### config.mk
export PLATFORM = sky130hd
export DESIGN_NAME = pmsc_top
export DESIGN_NICKNAME = d
export VERILOG_FILES = /design/src/design/pmsc_pkg.sv /design/src/design/pmsc_top.sv
export SDC_FILE = /design/constraint.sdc
export NUM_CORES = 1
export LEC_CHECK = 0
export ABC_CLOCK_PERIOD_IN_PS = 5090
export BUFFER_PORTS_ARGS = -buffer_cell sky130_fd_sc_hd__buf_4
export CORE_ASPECT_RATIO = 1.25
export CORE_MARGIN = 3
export CORE_UTILIZATION = 60
export DETAILED_ROUTE_END_ITERATION = 8
export PLACE_DENSITY_LB_ADDON = 0.12
export SLEW_MARGIN = 30
export SYNTH_ARGS = -nofsm -noshare
export SYNTH_HDL_FRONTEND = slang
export SYNTH_SLANG_ARGS = --single-unit
### constraint.sdc
create_clock -name aclk -period 5.09 [get_ports aclk]
set_clock_uncertainty 0.05 [all_clocks]
set_input_delay 0.2545 -clock aclk [delete_from_list [all_inputs] [get_ports aclk]]
set_output_delay 0.2545 -clock aclk [all_outputs]
set_load 0.05 [all_outputs]
### src/design/pmsc_pkg.sv
// Constants, types and register map of the power mode and system control block
package pmsc_pkg;
    // Register indices; byte address is four times the index
    localparam logic [5:0] PMSC_IDX_SYS1 = 6'h10;
    localparam logic [5:0] PMSC_IDX_SYS2 = 6'h11;
    localparam logic [5:0] PMSC_IDX_RSTAT = 6'h12;
    localparam logic [5:0] PMSC_IDX_PWEN = 6'h13;
    // power_sleep_clock_config fields
    localparam int PMSC_S1_SLEEP = 7;
    localparam int PMSC_S1_PIN_DIS = 6;
    localparam int PMSC_S1_COMBO_DIS = 5;
    localparam int PMSC_S1_XREADY = 4;
    localparam int PMSC_S1_WARM_LSB = 2;
    localparam int PMSC_S1_RANGE = 1;
    localparam int PMSC_S1_RC_ON = 0;
    localparam logic [7:0] PMSC_S1_RESET = 8'h01;
    // clock_source_select fields
    localparam int PMSC_S2_XTAL_ON = 7;
    localparam int PMSC_S2_EXT_FAST = 6;
    localparam int PMSC_S2_FAST_PIN = 5;
    localparam int PMSC_S2_EXT_SLOW = 4;
    localparam int PMSC_S2_SLOW_CPU = 2;
    localparam logic [7:0] PMSC_S2_RESET = 8'h03;
    localparam logic [7:0] PMSC_S2_WMASK = 8'hF7;
    // reset_cause_status fields
    localparam int PMSC_RS_PIN = 7;
    localparam int PMSC_RS_WDOG = 6;
    localparam int PMSC_RS_COMBO = 5;
    localparam int PMSC_RS_UV = 4;
    localparam int PMSC_RS_UNLOCK = 3;
    localparam int PMSC_RS_DEB_ON = 2;
    localparam int PMSC_RS_DEB_CLK = 1;
    localparam int PMSC_RS_LFPIN = 0;
    localparam logic [7:0] PMSC_RS_RESET = 8'h00;
    // power_aux_enable fields: peripheral clock enables low, detectors high
    localparam int PMSC_PW_SUPPLY_LEVEL_DETECTOR = 7;
    localparam int PMSC_PW_UV = 6;
    localparam logic [7:0] PMSC_PW_RESET = 8'h00;
    // Timing
    localparam int PMSC_CLK_HZ = 25_000_000;
    localparam int PMSC_DEB_FAST_HZ = 8192;
    localparam int PMSC_DEB_SLOW_HZ = 256;
    localparam int PMSC_WARM_S = 1;
    localparam int PMSC_DEB_FAST_CYC = PMSC_CLK_HZ / PMSC_DEB_FAST_HZ;
    localparam int PMSC_DEB_SLOW_CYC = PMSC_CLK_HZ / PMSC_DEB_SLOW_HZ;
    localparam int PMSC_WARM_CYC = PMSC_CLK_HZ * PMSC_WARM_S;
    // AXI responses
    localparam logic [1:0] PMSC_RESP_OKAY = 2'h0;
    localparam logic [1:0] PMSC_RESP_SLVERR = 2'h2;
    // Operating modes
    typedef enum logic [1:0] {PMSC_ACTIVE, PMSC_STANDBY, PMSC_SLEEP} pmsc_mode_t;
endpackage

### src/design/pmsc_top.sv
// Operating modes, clock gating, reset causes and clock selection with AXI4-Lite registers
//
// The AXI4-Lite register port was chosen for this implementation.
`timescale 1ns/1ns
module pmsc_top
    import pmsc_pkg::*;
#(
    parameter int NPERIPH      = 6,                  // Gated peripheral clocks
    parameter int DEB_SLOW_CYC = PMSC_DEB_SLOW_CYC,  // Slow debounce tick period
    parameter int WARM_CYC     = PMSC_WARM_CYC       // Full crystal warm-up, cycles
) (
    input  wire logic               aclk,
    input  wire logic               aresetn,          // Power-on reset
    input  wire logic [7:0]         s_axi_awaddr,
    input  wire logic               s_axi_awvalid,
    output logic                    s_axi_awready,
    input  wire logic [31:0]        s_axi_wdata,
    input  wire logic [3:0]         s_axi_wstrb,
    input  wire logic               s_axi_wvalid,
    output logic                    s_axi_wready,
    output logic [1:0]              s_axi_bresp,
    output logic                    s_axi_bvalid,
    input  wire logic               s_axi_bready,
    input  wire logic [7:0]         s_axi_araddr,
    input  wire logic               s_axi_arvalid,
    output logic                    s_axi_arready,
    output logic [31:0]             s_axi_rdata,
    output logic [1:0]              s_axi_rresp,
    output logic                    s_axi_rvalid,
    input  wire logic               s_axi_rready,
    input  wire logic               cpu_stop,         // Stop instruction executed
    input  wire logic               irq_req,          // Pending interrupt
    input  wire logic               event_req,        // Pending event
    input  wire logic               porta_wake,       // Port A wake combination
    input  wire logic               porta_combo_rst,  // Port A reset combination
    input  wire logic               watchdog_rst,     // Watchdog timeout
    input  wire logic               undervoltage_rst, // Brown-out detected
    input  wire logic               reset_pin,        // External reset pin, high active
    input  wire logic               lf_pin,           // Slow oscillator output terminal
    input  wire logic               slow_tick,        // Slow domain clock enable
    output logic                    cpu_run,
    output logic                    cpu_reset,
    output logic                    irq_branch,
    output logic                    cpu_clk_tick,
    output logic                    fast_clk_tick,
    output logic [NPERIPH-1:0]      periph_clk_en,
    output logic                    prescaler_run,
    output logic                    debounce_bypass,
    output logic                    supply_level_detector_on,
    output logic                    uv_detect_on,
    output logic                    rc_osc_en,
    output logic                    rc_range_10m,
    output logic                    crystal_en,
    output logic                    ext_fast_sel,
    output logic                    fast_pin_sel,
    output logic                    ext_slow_sel,
    output logic                    cpu_slow_sel,
    output logic                    sys_reset_pulse,
    output logic                    standby_mode,
    output logic                    sleep_mode
);

    // Refuse sizes the counters and the enable register cannot hold
    if (NPERIPH < 1 || NPERIPH > 6) begin : g_chk_np
        $error("NPERIPH must be 1 to 6");
    end
    if (DEB_SLOW_CYC < 1 || DEB_SLOW_CYC >= (1 << 17)) begin : g_chk_deb
        $error("DEB_SLOW_CYC out of range");
    end
    if (WARM_CYC < 4 || WARM_CYC >= (1 << 25)) begin : g_chk_warm
        $error("WARM_CYC out of range");
    end

    localparam logic [16:0] DEB_FAST_LAST = 17'(PMSC_DEB_FAST_CYC - 1);
    localparam logic [16:0] DEB_SLOW_LAST = 17'(DEB_SLOW_CYC - 1);

    // Whole state of the block
    typedef struct packed {
        pmsc_mode_t       mode;
        logic [7:0]       sys1;        // Stored bits of power_sleep_clock_config
        logic [7:0]       sys2;        // clock_source_select
        logic [7:0]       rstat;       // Stored bits of reset_cause_status
        logic [7:0]       pwen;        // power_aux_enable
        logic             xready;      // Crystal warm-up done
        logic [24:0]      warm_cnt;
        logic [2:0]       fdiv_cnt;    // Fast domain divider
        logic [16:0]      deb_cnt;     // Debounce tick divider
        logic [1:0]       deb_smp;     // Last debounce samples
        logic [2:0]       pin_sync;
        logic             pin_lvl;
        logic [2:0]       lf_sync;
        logic             lf_lvl;
        logic             aw_have;
        logic             w_have;
        logic [7:0]       aw_addr;
        logic [7:0]       wbyte;
        logic             wlane;
        logic             awready;
        logic             wready;
        logic             bvalid;
        logic [1:0]       bresp;
        logic             arready;
        logic             rvalid;
        logic [1:0]       rresp;
        logic [7:0]       rbyte;
        logic             cpu_run;
        logic             cpu_reset;
        logic             irq_branch;
        logic             cpu_tick;
        logic             fast_tick;
        logic [NPERIPH-1:0] pclk;
        logic             pre_run;
        logic             bypass;
        logic             supply_level_detector;
        logic             uv;
        logic             sys_rst;
    } pmsc_state_t;

    pmsc_state_t st_reg;
    pmsc_state_t st_next;

    // Address to register index; unmapped words give an all-ones index
    function automatic logic [5:0] reg_index(input logic [7:0] addr);
        logic [5:0] idx;
        idx = addr[7:2];
        if (idx >= PMSC_IDX_SYS1 && idx <= PMSC_IDX_PWEN) begin
            return idx;
        end
        return 6'h3F;
    endfunction

    // Warm-up length in cycles for the two-bit code
    function automatic logic [24:0] warm_len(input logic [1:0] code);
        unique case (code)
            2'h0: return 25'(WARM_CYC);
            2'h2: return 25'((WARM_CYC / 4) * 3);
            2'h1: return 25'(WARM_CYC / 2);
            2'h3: return 25'(WARM_CYC / 4);
        endcase
    endfunction

    // Next-state logic
    always_comb begin
        logic       pin_fire;      // Accepted pin reset
        logic       combo_fire;    // Accepted port A reset
        logic       any_rst;       // Any reset source that restarts the system
        logic       deb_tick;
        logic       fast_hit;
        logic       cpu_hit;
        logic       sleeping;
        logic       do_write;
        logic [5:0] widx;
        logic [5:0] ridx;
        logic [7:0] rval;
        pin_fire   = 1'b0;
        combo_fire = 1'b0;
        any_rst    = 1'b0;
        deb_tick   = 1'b0;
        fast_hit   = 1'b0;
        cpu_hit    = 1'b0;
        sleeping   = 1'b0;
        do_write   = 1'b0;
        widx       = 6'h3F;
        ridx       = 6'h3F;
        rval       = 8'h00;
        st_next    = st_reg;
        sleeping   = (st_reg.mode == PMSC_SLEEP);

        // Pin synchronisers; a change counts once stages two and three agree
        st_next.pin_sync = {st_reg.pin_sync[1:0], reset_pin};
        if (st_reg.pin_sync[1] == st_reg.pin_sync[2]) begin
            st_next.pin_lvl = st_reg.pin_sync[2];
        end
        st_next.lf_sync = {st_reg.lf_sync[1:0], lf_pin};
        if (st_reg.lf_sync[1] == st_reg.lf_sync[2]) begin
            st_next.lf_lvl = st_reg.lf_sync[2];
        end

        // Debounce tick at the selected prescaler rate, frozen in sleep
        if (!sleeping) begin
            if (st_reg.deb_cnt >= (st_reg.rstat[PMSC_RS_DEB_CLK] ? DEB_FAST_LAST
                                                                 : DEB_SLOW_LAST)) begin
                st_next.deb_cnt = 17'h00000;
                deb_tick        = 1'b1;
            end else begin
                st_next.deb_cnt = st_reg.deb_cnt + 17'h00001;
            end
        end
        if (deb_tick) begin
            st_next.deb_smp = {st_reg.deb_smp[0], st_reg.pin_lvl};
        end

        // Pin reset: direct, debounced, or direct in sleep since debouncers stop
        if (!st_reg.sys1[PMSC_S1_PIN_DIS]) begin
            if (sleeping || !st_reg.rstat[PMSC_RS_DEB_ON]) begin
                pin_fire = st_reg.pin_lvl;
            end else begin
                pin_fire = deb_tick && st_reg.deb_smp[0] && st_reg.pin_lvl;
            end
        end
        combo_fire = porta_combo_rst && !st_reg.sys1[PMSC_S1_COMBO_DIS];
        any_rst    = pin_fire || combo_fire || watchdog_rst || undervoltage_rst;

        // Fast domain divider: 1, 2, 4 or 8, stopped in sleep
        if (!sleeping) begin
            fast_hit = ((st_reg.fdiv_cnt & ((3'h1 << st_reg.sys2[1:0]) - 3'h1)) == 3'h0);
            st_next.fdiv_cnt = st_reg.fdiv_cnt + 3'h1;
        end
        cpu_hit = st_reg.sys2[PMSC_S2_SLOW_CPU] ? slow_tick : fast_hit;

        // Crystal warm-up counter, restarted whenever the crystal is off
        if (!st_reg.sys2[PMSC_S2_XTAL_ON] || sleeping) begin
            st_next.warm_cnt = 25'h0000000;
            st_next.xready   = 1'b0;
        end else if (!st_reg.xready) begin
            if (st_reg.warm_cnt + 25'h0000001 >= warm_len(st_reg.sys1[3:2])) begin
                st_next.xready = 1'b1;
            end
            st_next.warm_cnt = st_reg.warm_cnt + 25'h0000001;
        end

        // Write channel: address and data taken in either order
        st_next.awready = 1'b0;
        st_next.wready  = 1'b0;
        if (!st_reg.aw_have && s_axi_awvalid && !st_reg.awready) begin
            st_next.awready = 1'b1;
        end
        if (!st_reg.w_have && s_axi_wvalid && !st_reg.wready) begin
            st_next.wready = 1'b1;
        end
        if (st_reg.awready) begin
            st_next.aw_have = 1'b1;
            st_next.aw_addr = s_axi_awaddr;
        end
        if (st_reg.wready) begin
            st_next.w_have = 1'b1;
            st_next.wbyte  = s_axi_wdata[7:0];
            st_next.wlane  = s_axi_wstrb[0];
        end
        if (st_reg.aw_have && st_reg.w_have && !st_reg.bvalid) begin
            widx            = reg_index(st_reg.aw_addr);
            do_write        = (widx != 6'h3F) && st_reg.wlane;
            st_next.bvalid  = 1'b1;
            st_next.bresp   = (widx == 6'h3F) ? PMSC_RESP_SLVERR : PMSC_RESP_OKAY;
            st_next.aw_have = 1'b0;
            st_next.w_have  = 1'b0;
        end
        if (st_reg.bvalid && s_axi_bready) begin
            st_next.bvalid = 1'b0;
        end

        // Register writes
        if (do_write) begin
            unique case (widx)
                PMSC_IDX_SYS1: begin
                    // Sleep bit writable only while unlocked
                    if (st_reg.rstat[PMSC_RS_UNLOCK]) begin
                        st_next.sys1[PMSC_S1_SLEEP] = st_reg.wbyte[PMSC_S1_SLEEP];
                    end
                    st_next.sys1[6:5] = st_reg.wbyte[6:5];
                    st_next.sys1[3:2] = st_reg.wbyte[3:2];
                    st_next.sys1[1:0] = st_reg.wbyte[1:0];
                end
                PMSC_IDX_SYS2: st_next.sys2 = st_reg.wbyte & PMSC_S2_WMASK;
                PMSC_IDX_RSTAT: begin
                    // Flags only clear on a zero; ones leave them alone
                    st_next.rstat[7:4] = st_reg.rstat[7:4] & st_reg.wbyte[7:4];
                    st_next.rstat[3:1] = st_reg.wbyte[3:1];
                end
                PMSC_IDX_PWEN: st_next.pwen = st_reg.wbyte;
                default: ;
            endcase
        end

        // Sticky cause flags; a new cause beats a clear in the same cycle
        if (pin_fire) st_next.rstat[PMSC_RS_PIN] = 1'b1;
        if (watchdog_rst) st_next.rstat[PMSC_RS_WDOG] = 1'b1;
        if (combo_fire || (undervoltage_rst && st_reg.sys1[PMSC_S1_COMBO_DIS])) begin
            st_next.rstat[PMSC_RS_COMBO] = 1'b1;
        end
        if (undervoltage_rst) st_next.rstat[PMSC_RS_UV] = 1'b1;

        // Read channel; one read at a time
        st_next.arready = 1'b0;
        if (s_axi_arvalid && !st_reg.arready && !st_reg.rvalid) begin
            st_next.arready = 1'b1;
            ridx            = reg_index(s_axi_araddr);
            unique case (ridx)
                PMSC_IDX_SYS1: begin
                    rval = st_reg.sys1;
                    rval[PMSC_S1_XREADY] = st_reg.xready;
                end
                PMSC_IDX_SYS2: rval = st_reg.sys2;
                PMSC_IDX_RSTAT: begin
                    rval = st_reg.rstat;
                    rval[PMSC_RS_LFPIN] = !st_reg.sys2[PMSC_S2_XTAL_ON] && st_reg.lf_lvl;
                end
                PMSC_IDX_PWEN: rval = st_reg.pwen;
                default: rval = 8'h00;
            endcase
            st_next.rvalid = 1'b1;
            st_next.rbyte  = rval;
            st_next.rresp  = (ridx == 6'h3F) ? PMSC_RESP_SLVERR : PMSC_RESP_OKAY;
        end
        if (st_reg.rvalid && s_axi_rready) begin
            st_next.rvalid = 1'b0;
        end

        // Mode sequencing
        unique case (st_reg.mode)
            PMSC_ACTIVE: begin
                if (st_next.sys1[PMSC_S1_SLEEP]) begin
                    st_next.mode = PMSC_SLEEP;
                end else if (cpu_stop) begin
                    st_next.mode = PMSC_STANDBY;
                end
            end
            PMSC_STANDBY: begin
                if ((irq_req || event_req) && cpu_hit) begin
                    st_next.mode = PMSC_ACTIVE;
                end
            end
            PMSC_SLEEP: begin
                // Only the wake combination or a reset ends sleep
                if (porta_wake || any_rst) begin
                    st_next.mode = PMSC_ACTIVE;
                    st_next.sys1[PMSC_S1_SLEEP] = 1'b0;
                end
            end
        endcase

        // System reset: back to active with system and main fields restored
        st_next.sys_rst = any_rst;
        if (any_rst) begin
            st_next.mode = PMSC_ACTIVE;
            st_next.sys1[PMSC_S1_SLEEP] = 1'b0;
            st_next.sys1[1:0] = PMSC_S1_RESET[1:0];
            st_next.rstat[2:1] = PMSC_RS_RESET[2:1];
            st_next.sys2 = PMSC_S2_RESET;
            st_next.xready = 1'b0;
            st_next.warm_cnt = 25'h0000000;
        end

        // Registered outputs derived from the mode now being entered; cpu tick and irq branch use the current mode
        st_next.cpu_run    = (st_next.mode == PMSC_ACTIVE);
        st_next.cpu_reset  = (st_next.mode == PMSC_SLEEP) || any_rst;
        st_next.irq_branch = (st_reg.mode == PMSC_ACTIVE) && irq_req && cpu_hit;
        st_next.cpu_tick   = cpu_hit && (st_reg.mode == PMSC_ACTIVE);
        st_next.fast_tick  = fast_hit;
        if (st_next.mode == PMSC_SLEEP) begin
            st_next.pclk = '0;
        end else begin
            st_next.pclk = st_next.pwen[NPERIPH-1:0];
        end
        st_next.pre_run = (st_next.mode != PMSC_SLEEP);
        st_next.bypass  = (st_next.mode == PMSC_SLEEP);
        st_next.supply_level_detector    = st_next.pwen[PMSC_PW_SUPPLY_LEVEL_DETECTOR] && st_next.mode != PMSC_SLEEP;
        st_next.uv      = st_next.pwen[PMSC_PW_UV] && st_next.mode != PMSC_SLEEP;
    end

    // State register; power-on reset restores everything
    always_ff @(posedge aclk) begin
        if (!aresetn) begin
            st_reg         <= '0;
            st_reg.mode    <= PMSC_ACTIVE;
            st_reg.sys1    <= PMSC_S1_RESET;
            st_reg.sys2    <= PMSC_S2_RESET;
            st_reg.rstat   <= PMSC_RS_RESET;
            st_reg.pwen    <= PMSC_PW_RESET;
            st_reg.cpu_run <= 1'b1;
            st_reg.pre_run <= 1'b1;
        end else begin
            st_reg <= st_next;
        end
    end

    // Ports straight from the state register
    assign s_axi_awready   = st_reg.awready;
    assign s_axi_wready    = st_reg.wready;
    assign s_axi_bvalid    = st_reg.bvalid;
    assign s_axi_bresp     = st_reg.bresp;
    assign s_axi_arready   = st_reg.arready;
    assign s_axi_rvalid    = st_reg.rvalid;
    assign s_axi_rresp     = st_reg.rresp;
    assign s_axi_rdata     = {24'h000000, st_reg.rbyte};
    assign cpu_run         = st_reg.cpu_run;
    assign cpu_reset       = st_reg.cpu_reset;
    assign irq_branch      = st_reg.irq_branch;
    assign cpu_clk_tick    = st_reg.cpu_tick;
    assign fast_clk_tick   = st_reg.fast_tick;
    assign periph_clk_en   = st_reg.pclk;
    assign prescaler_run   = st_reg.pre_run;
    assign debounce_bypass = st_reg.bypass;
    assign supply_level_detector_on         = st_reg.supply_level_detector;
    assign uv_detect_on    = st_reg.uv;
    // Oscillator enables are forced off while asleep
    assign rc_osc_en       = st_reg.sys1[PMSC_S1_RC_ON] && st_reg.pre_run;
    assign rc_range_10m    = st_reg.sys1[PMSC_S1_RANGE];
    assign crystal_en      = st_reg.sys2[PMSC_S2_XTAL_ON] && st_reg.pre_run;
    assign ext_fast_sel    = st_reg.sys2[PMSC_S2_EXT_FAST];
    assign fast_pin_sel    = st_reg.sys2[PMSC_S2_FAST_PIN];
    assign ext_slow_sel    = st_reg.sys2[PMSC_S2_EXT_SLOW];
    assign cpu_slow_sel    = st_reg.sys2[PMSC_S2_SLOW_CPU];
    assign sys_reset_pulse = st_reg.sys_rst;
    assign standby_mode    = (st_reg.mode == PMSC_STANDBY);
    assign sleep_mode      = (st_reg.mode == PMSC_SLEEP);

endmodule

Word-level counts from Yosys, hierarchy flattened

Cells that the tools add are included.

Add/subtract/negate cells: 4
Order comparisons: 6
Eq/ne operators: 20
Shifts and indexed selects: 1
Multiplexer cells: 49
Bitwise logic cells: 3
Reduce and logical (&&, ||, !) cells: 70

Operator list:

| cell                  | number |
|---|---|
| $pmux 25 s4           | 1 |
| $mux 25               | 2 |
| $eq 6x5->1 const B    | 8 |
| $mux 6                | 7 |
| $mux 17               | 2 |
| $pmux 8 s4            | 1 |
| $logic_and 1x1->1     | 26 |
| $mux 26               | 1 |
| $add 25x1->25 const B | 1 |
| $ge 25x25->1          | 1 |
| $mux 1                | 20 |
| $add 17x1->17 const B | 1 |
| $ge 17x17->1          | 1 |
| $mux 8                | 2 |
| $reduce_bool 2->1     | 8 |
| $mux 7                | 2 |
| $reduce_and 2->1      | 7 |
| $eq 6x6->1 const B    | 2 |
| $ge 6x5->1 const B    | 2 |
| $le 6x5->1 const B    | 2 |
| $mux 12               | 1 |
| $mux 3                | 4 |
| $logic_not 1->1       | 10 |
| $mux 2                | 5 |
| 17 further kinds      | 36 |

Register bits after elaboration: 138
Bits of input ports: 69
Output and inout bits: 66

Depth between registers and ports, before layout

Depth in word-level cells: 17
Depth in mapped cells: 13
Gate-level depth less buffers: 13

Least setup slack after synthesis

No wires, ideal clock.

Kind: flip-flop to flip-flop
Start: reg st_reg[82] (netlist bit)
End: reg st_reg[107] (netlist bit)
Library setup time: 128 ps
Arrival: 2786 ps
Required time: 4912 ps
Setup slack: 2127 ps
Stages on the path, launching flop included: 14
Path buffers: 0
Cells stage by stage: dfxtp_1 > ha_1 > nand4_2 > or3_4 > or2_2 > nor2_1 > xor2_1 > ha_1 > a21oi_1 > nor2b_1 > o21ai_0 > nand2_1 > nor4_1 > a211oi_1

Cells in the longest elaborated chain, start to end: 4

Ends and longest elaborated chain:

| item                     | RTL line        | RTL |
|---|---|---|
| start: declaration       | pmsc_top.sv:119 | `pmsc_state_t st_reg;` |
| start signal: assignment | pmsc_top.sv:373 | `st_reg <= st_next;` |
| $add 25x1->25            | pmsc_top.sv:216 | `if (st_reg.warm_cnt + 25'h0000001 >= warm_len(st_reg.sys1[3:2])) begin` |
| $ge 25x25->1             | pmsc_top.sv:216 |  |
| $mux 1                   | pmsc_top.sv:216 |  |
| $mux 26                  | pmsc_top.sv:215 | `end else if (!st_reg.xready) begin` |

Every way passes these cells.
A chain may end at the register's enable or synchronous reset.

Worst setup path after layout

Start: reg st_reg[83] (netlist bit)
End: reg st_reg[107] (netlist bit)

Same word-level chain as after synthesis.

==> metrics <==
die width=101 um; post-CTS setup buffers=0; antenna violations before repair=0; Worst Path Max Fanout=6; fill count=873; Core Rows=42; CTS H-tree lvls=4; Max Clock Freq=293 MHz; CP required=5.31 ns; clock share of power=48.3%; GPL Wtd Cong=0.865; sequential area share after synthesis=about two fifths; Synth cell types=slightly above 60; flops & latches, synth=134; vias per cell=5.58; share of layout cells above drive strength 1=17.7%; Cells after DPL=909; Switching Share=25.4%; RSZ-0062 raised after global routing=false; die footprint=~13,000 um2; peak supply drop=between 0.0002 and 0.00025 V; Mapped Area=6800 um2; Global Route Usage Sum=24.3%; CTS buffer count=17; Hold Violations, Final=0; Residual DRC=0; area post-placement=7200 um2; total iterations of the first detailed-routing run=6; most used flip-flop cell after synthesis=dfxtp_1; DR vias=5,271; fin crit share=67.0%; Logic pwr share=7.1%; YS warnings=0; Lkg Pwr=3.15 nW; 1st-iter DRT viols=between 200 and 300; number of global-route vias before repair=5,351; Post-DRT Antenna Nets=0; global route total overflow=0; Root Buffer=clkbuf_16; diode count=0; Total Wirelength=~15 mm; met1 Resource Use GR=~29%; Avg WL per Cell=15.9 um; worst path arrival time=3.63 ns; TNS Setup=0 ns; maxcap violations=0; Setup-failing EPs final=0; Hold Path Class=in2reg; Worst Max-Slew Pin Slew=between 0.8 and 0.9 ns; Layout area overhead=14.8%; Non-Filler Instances=944; Gate Count Post-Synth=about 750; clk_lat worst skew=0.41 ns; power per cell area=approximately 310 nW/um2; DP Wirelength=11.0 mm; num ports=135; Port-buffer cells=77; # clock sinks=134; Largest register FFs=94; global-route wire length before repair=24.9 mm; Nets=903; fin area=7810 um2; status=finished, final reports clean; largest net degree at the start of global routing=48; CP Capture Type=flip-flop; met3 usage=roughly 4.7%; CP Launch Type=flip-flop; GR met2 Demand/Resource=43.2%; Hold Slack=between 0.015 and 0.02 ns; Slew HR=between 40% and 50%; CTS tree=built; Crit Path Class=reg2reg; Slew Limit Fails=0; mean post-synth cell area=9.12 um2; Clock Tree Buf Depth=2; Die H=about 130 um; final core occ=72.1%; CORE AREA=10,800 um2; share of power burned in registers=44.6%; global route hottest layer=met2; Period minus WS final=3.41 ns; sw power=0.623 mW; Initial Util=around 63%; clk slew on worst S/H paths=0.06 ns; cell internal pwr=roughly 1.8 mW; post-synthesis async set-or-reset flop share=0%; Post-synth EDFFs=0
## per-layer routing
metal / vias up / wire length (um)
li1: 2605 / -
met4: 0 / 288
met2: 130 / 8040
met5: - / 0
met1: 2510 / 6030
met3: 26 / 630
## stage by stage
step                      total power [mW]  worst slack, ns
after global routing                  2.54             1.39
final                                 2.45             1.68
after global placement                1.28             1.82
after detailed placement              1.29             1.80
after CTS                             2.46             1.68
after floorplan                       1.25             2.13
## kinds of logic (layout without fill, tap and decap cells)
family,after synthesis,after routing,share of synthesized area (%)
and+or+nand+nor,303,303,23.4
DFF,134,134,39.4
buffers and inverters,92,133,7.76
AOI/OAI and AO/OA,74,74,6.99
xor gates and xnor gates,59,59,7.60
muxes,48,48,8.35
adders and majority gates,35,35,6.44
other,1,26,0.0551
## final timing paths
kind	startpoint	end	slack (ns)	depth (start not counted)
worst min register to register	st_next[54]$_SDFF_PN0_	st_next[55]$_SDFF_PN0_	0.38	1
worst min-delay path	reset_pin	st_next[58]$_SDFF_PN0_	0.02	2
worst max register to register	st_reg[83]$_SDFFE_PP0N_	st_reg[107]$_SDFF_PP0_	1.68	13
worst max-delay path	st_reg[83]$_SDFFE_PP0N_	st_reg[107]$_SDFF_PP0_	1.68	13
## critical path, cell delays in order, from the launching register on
cell and delay (ns):
dfxtp_1 0.45, ha_1 0.34, nand4_2 0.17, or3_4 0.45
or2_2 0.34, nor2_1 0.14, xor2_1 0.20, ha_1 0.29
a21oi_1 0.17, nor2b_1 0.06, o21ai_0 0.15, nand2_1 0.10
nor4_1 0.29, a211oi_1 0.08
## area by class of cell
cell class | count | area, um2 | area share (%)
timing repair buffer | 82 | 623 | 7.98
clock inverter | 14 | 139 | 1.78
inverter | 19 | 71.3 | 0.913
sequential | 134 | 2680 | 34.3
clock buffer | 18 | 439 | 5.62
multi-input combinational | 545 | 3690 | 47.2
tap | 132 | 165 | 2.11
## power by group through the flow
stage	Clock, mW	Combinational, mW	Sequential (mW)
after global placement	0	0.167	1.11
after global routing	1.26	0.185	1.09
after CTS	1.20	0.173	1.09
after floorplan	0	0.125	1.13
after detailed placement	0	0.171	1.11
final	1.18	0.173	1.09
## synthesized netlist by cell type (3+ instances only)
| cell | n | share of area [%] |
|---|---|---|
| a22oi_1 | 8 | 0.88 |
| a21o_1 | 3 | 0.33 |
| nor4_1 | 9 | 0.83 |
| mux4_2 | 7 | 2.3 |
| ha_1 | 35 | 6.4 |
| nor3_1 | 24 | 1.8 |
| nand2b_1 | 8 | 0.74 |
| nor3b_1 | 5 | 0.55 |
| a211o_1 | 4 | 0.52 |
| nand3_1 | 18 | 1.3 |
| nor2_1 | 123 | 6.8 |
| xnor2_1 | 32 | 4.1 |
| a21oi_1 | 23 | 1.7 |
| and2_1 | 12 | 1.1 |
| buf_2 | 7 | 0.52 |
| xor2_1 | 27 | 3.5 |
| nor2b_1 | 15 | 1.4 |
| a211oi_1 | 6 | 0.66 |
| o21ai_0 | 15 | 1.1 |
| inv_1 | 18 | 0.99 |
| nor2_2 | 3 | 0.28 |
| clkbuf_1 | 17 | 0.94 |
| a31oi_1 | 4 | 0.37 |
| buf_4 | 46 | 5.1 |
| and3_1 | 6 | 0.55 |
| nor3_2 | 3 | 0.44 |
| nand4_1 | 17 | 1.6 |
| nand2_1 | 35 | 1.9 |
| dfxtp_1 | 134 | 39 |
| mux2i_1 | 41 | 6.0 |
## cells in the final DEF, fill, tap and decap left out, types with 26 or more instances in the layout
cell type	instances
buf_4	79
conb_1	26
dfxtp_1	134
ha_1	35
mux2i_1	41
nand2_1	35
nor2_1	123
xnor2_1	32
xor2_1	27
## what timing repair did
action	CTS	global route
hold buffers	3	0
gates resized for setup	0	0
setup endpoints to repair	0	0
endpoints found under the hold margin	3	0
(Power assumes the default switching activity.)
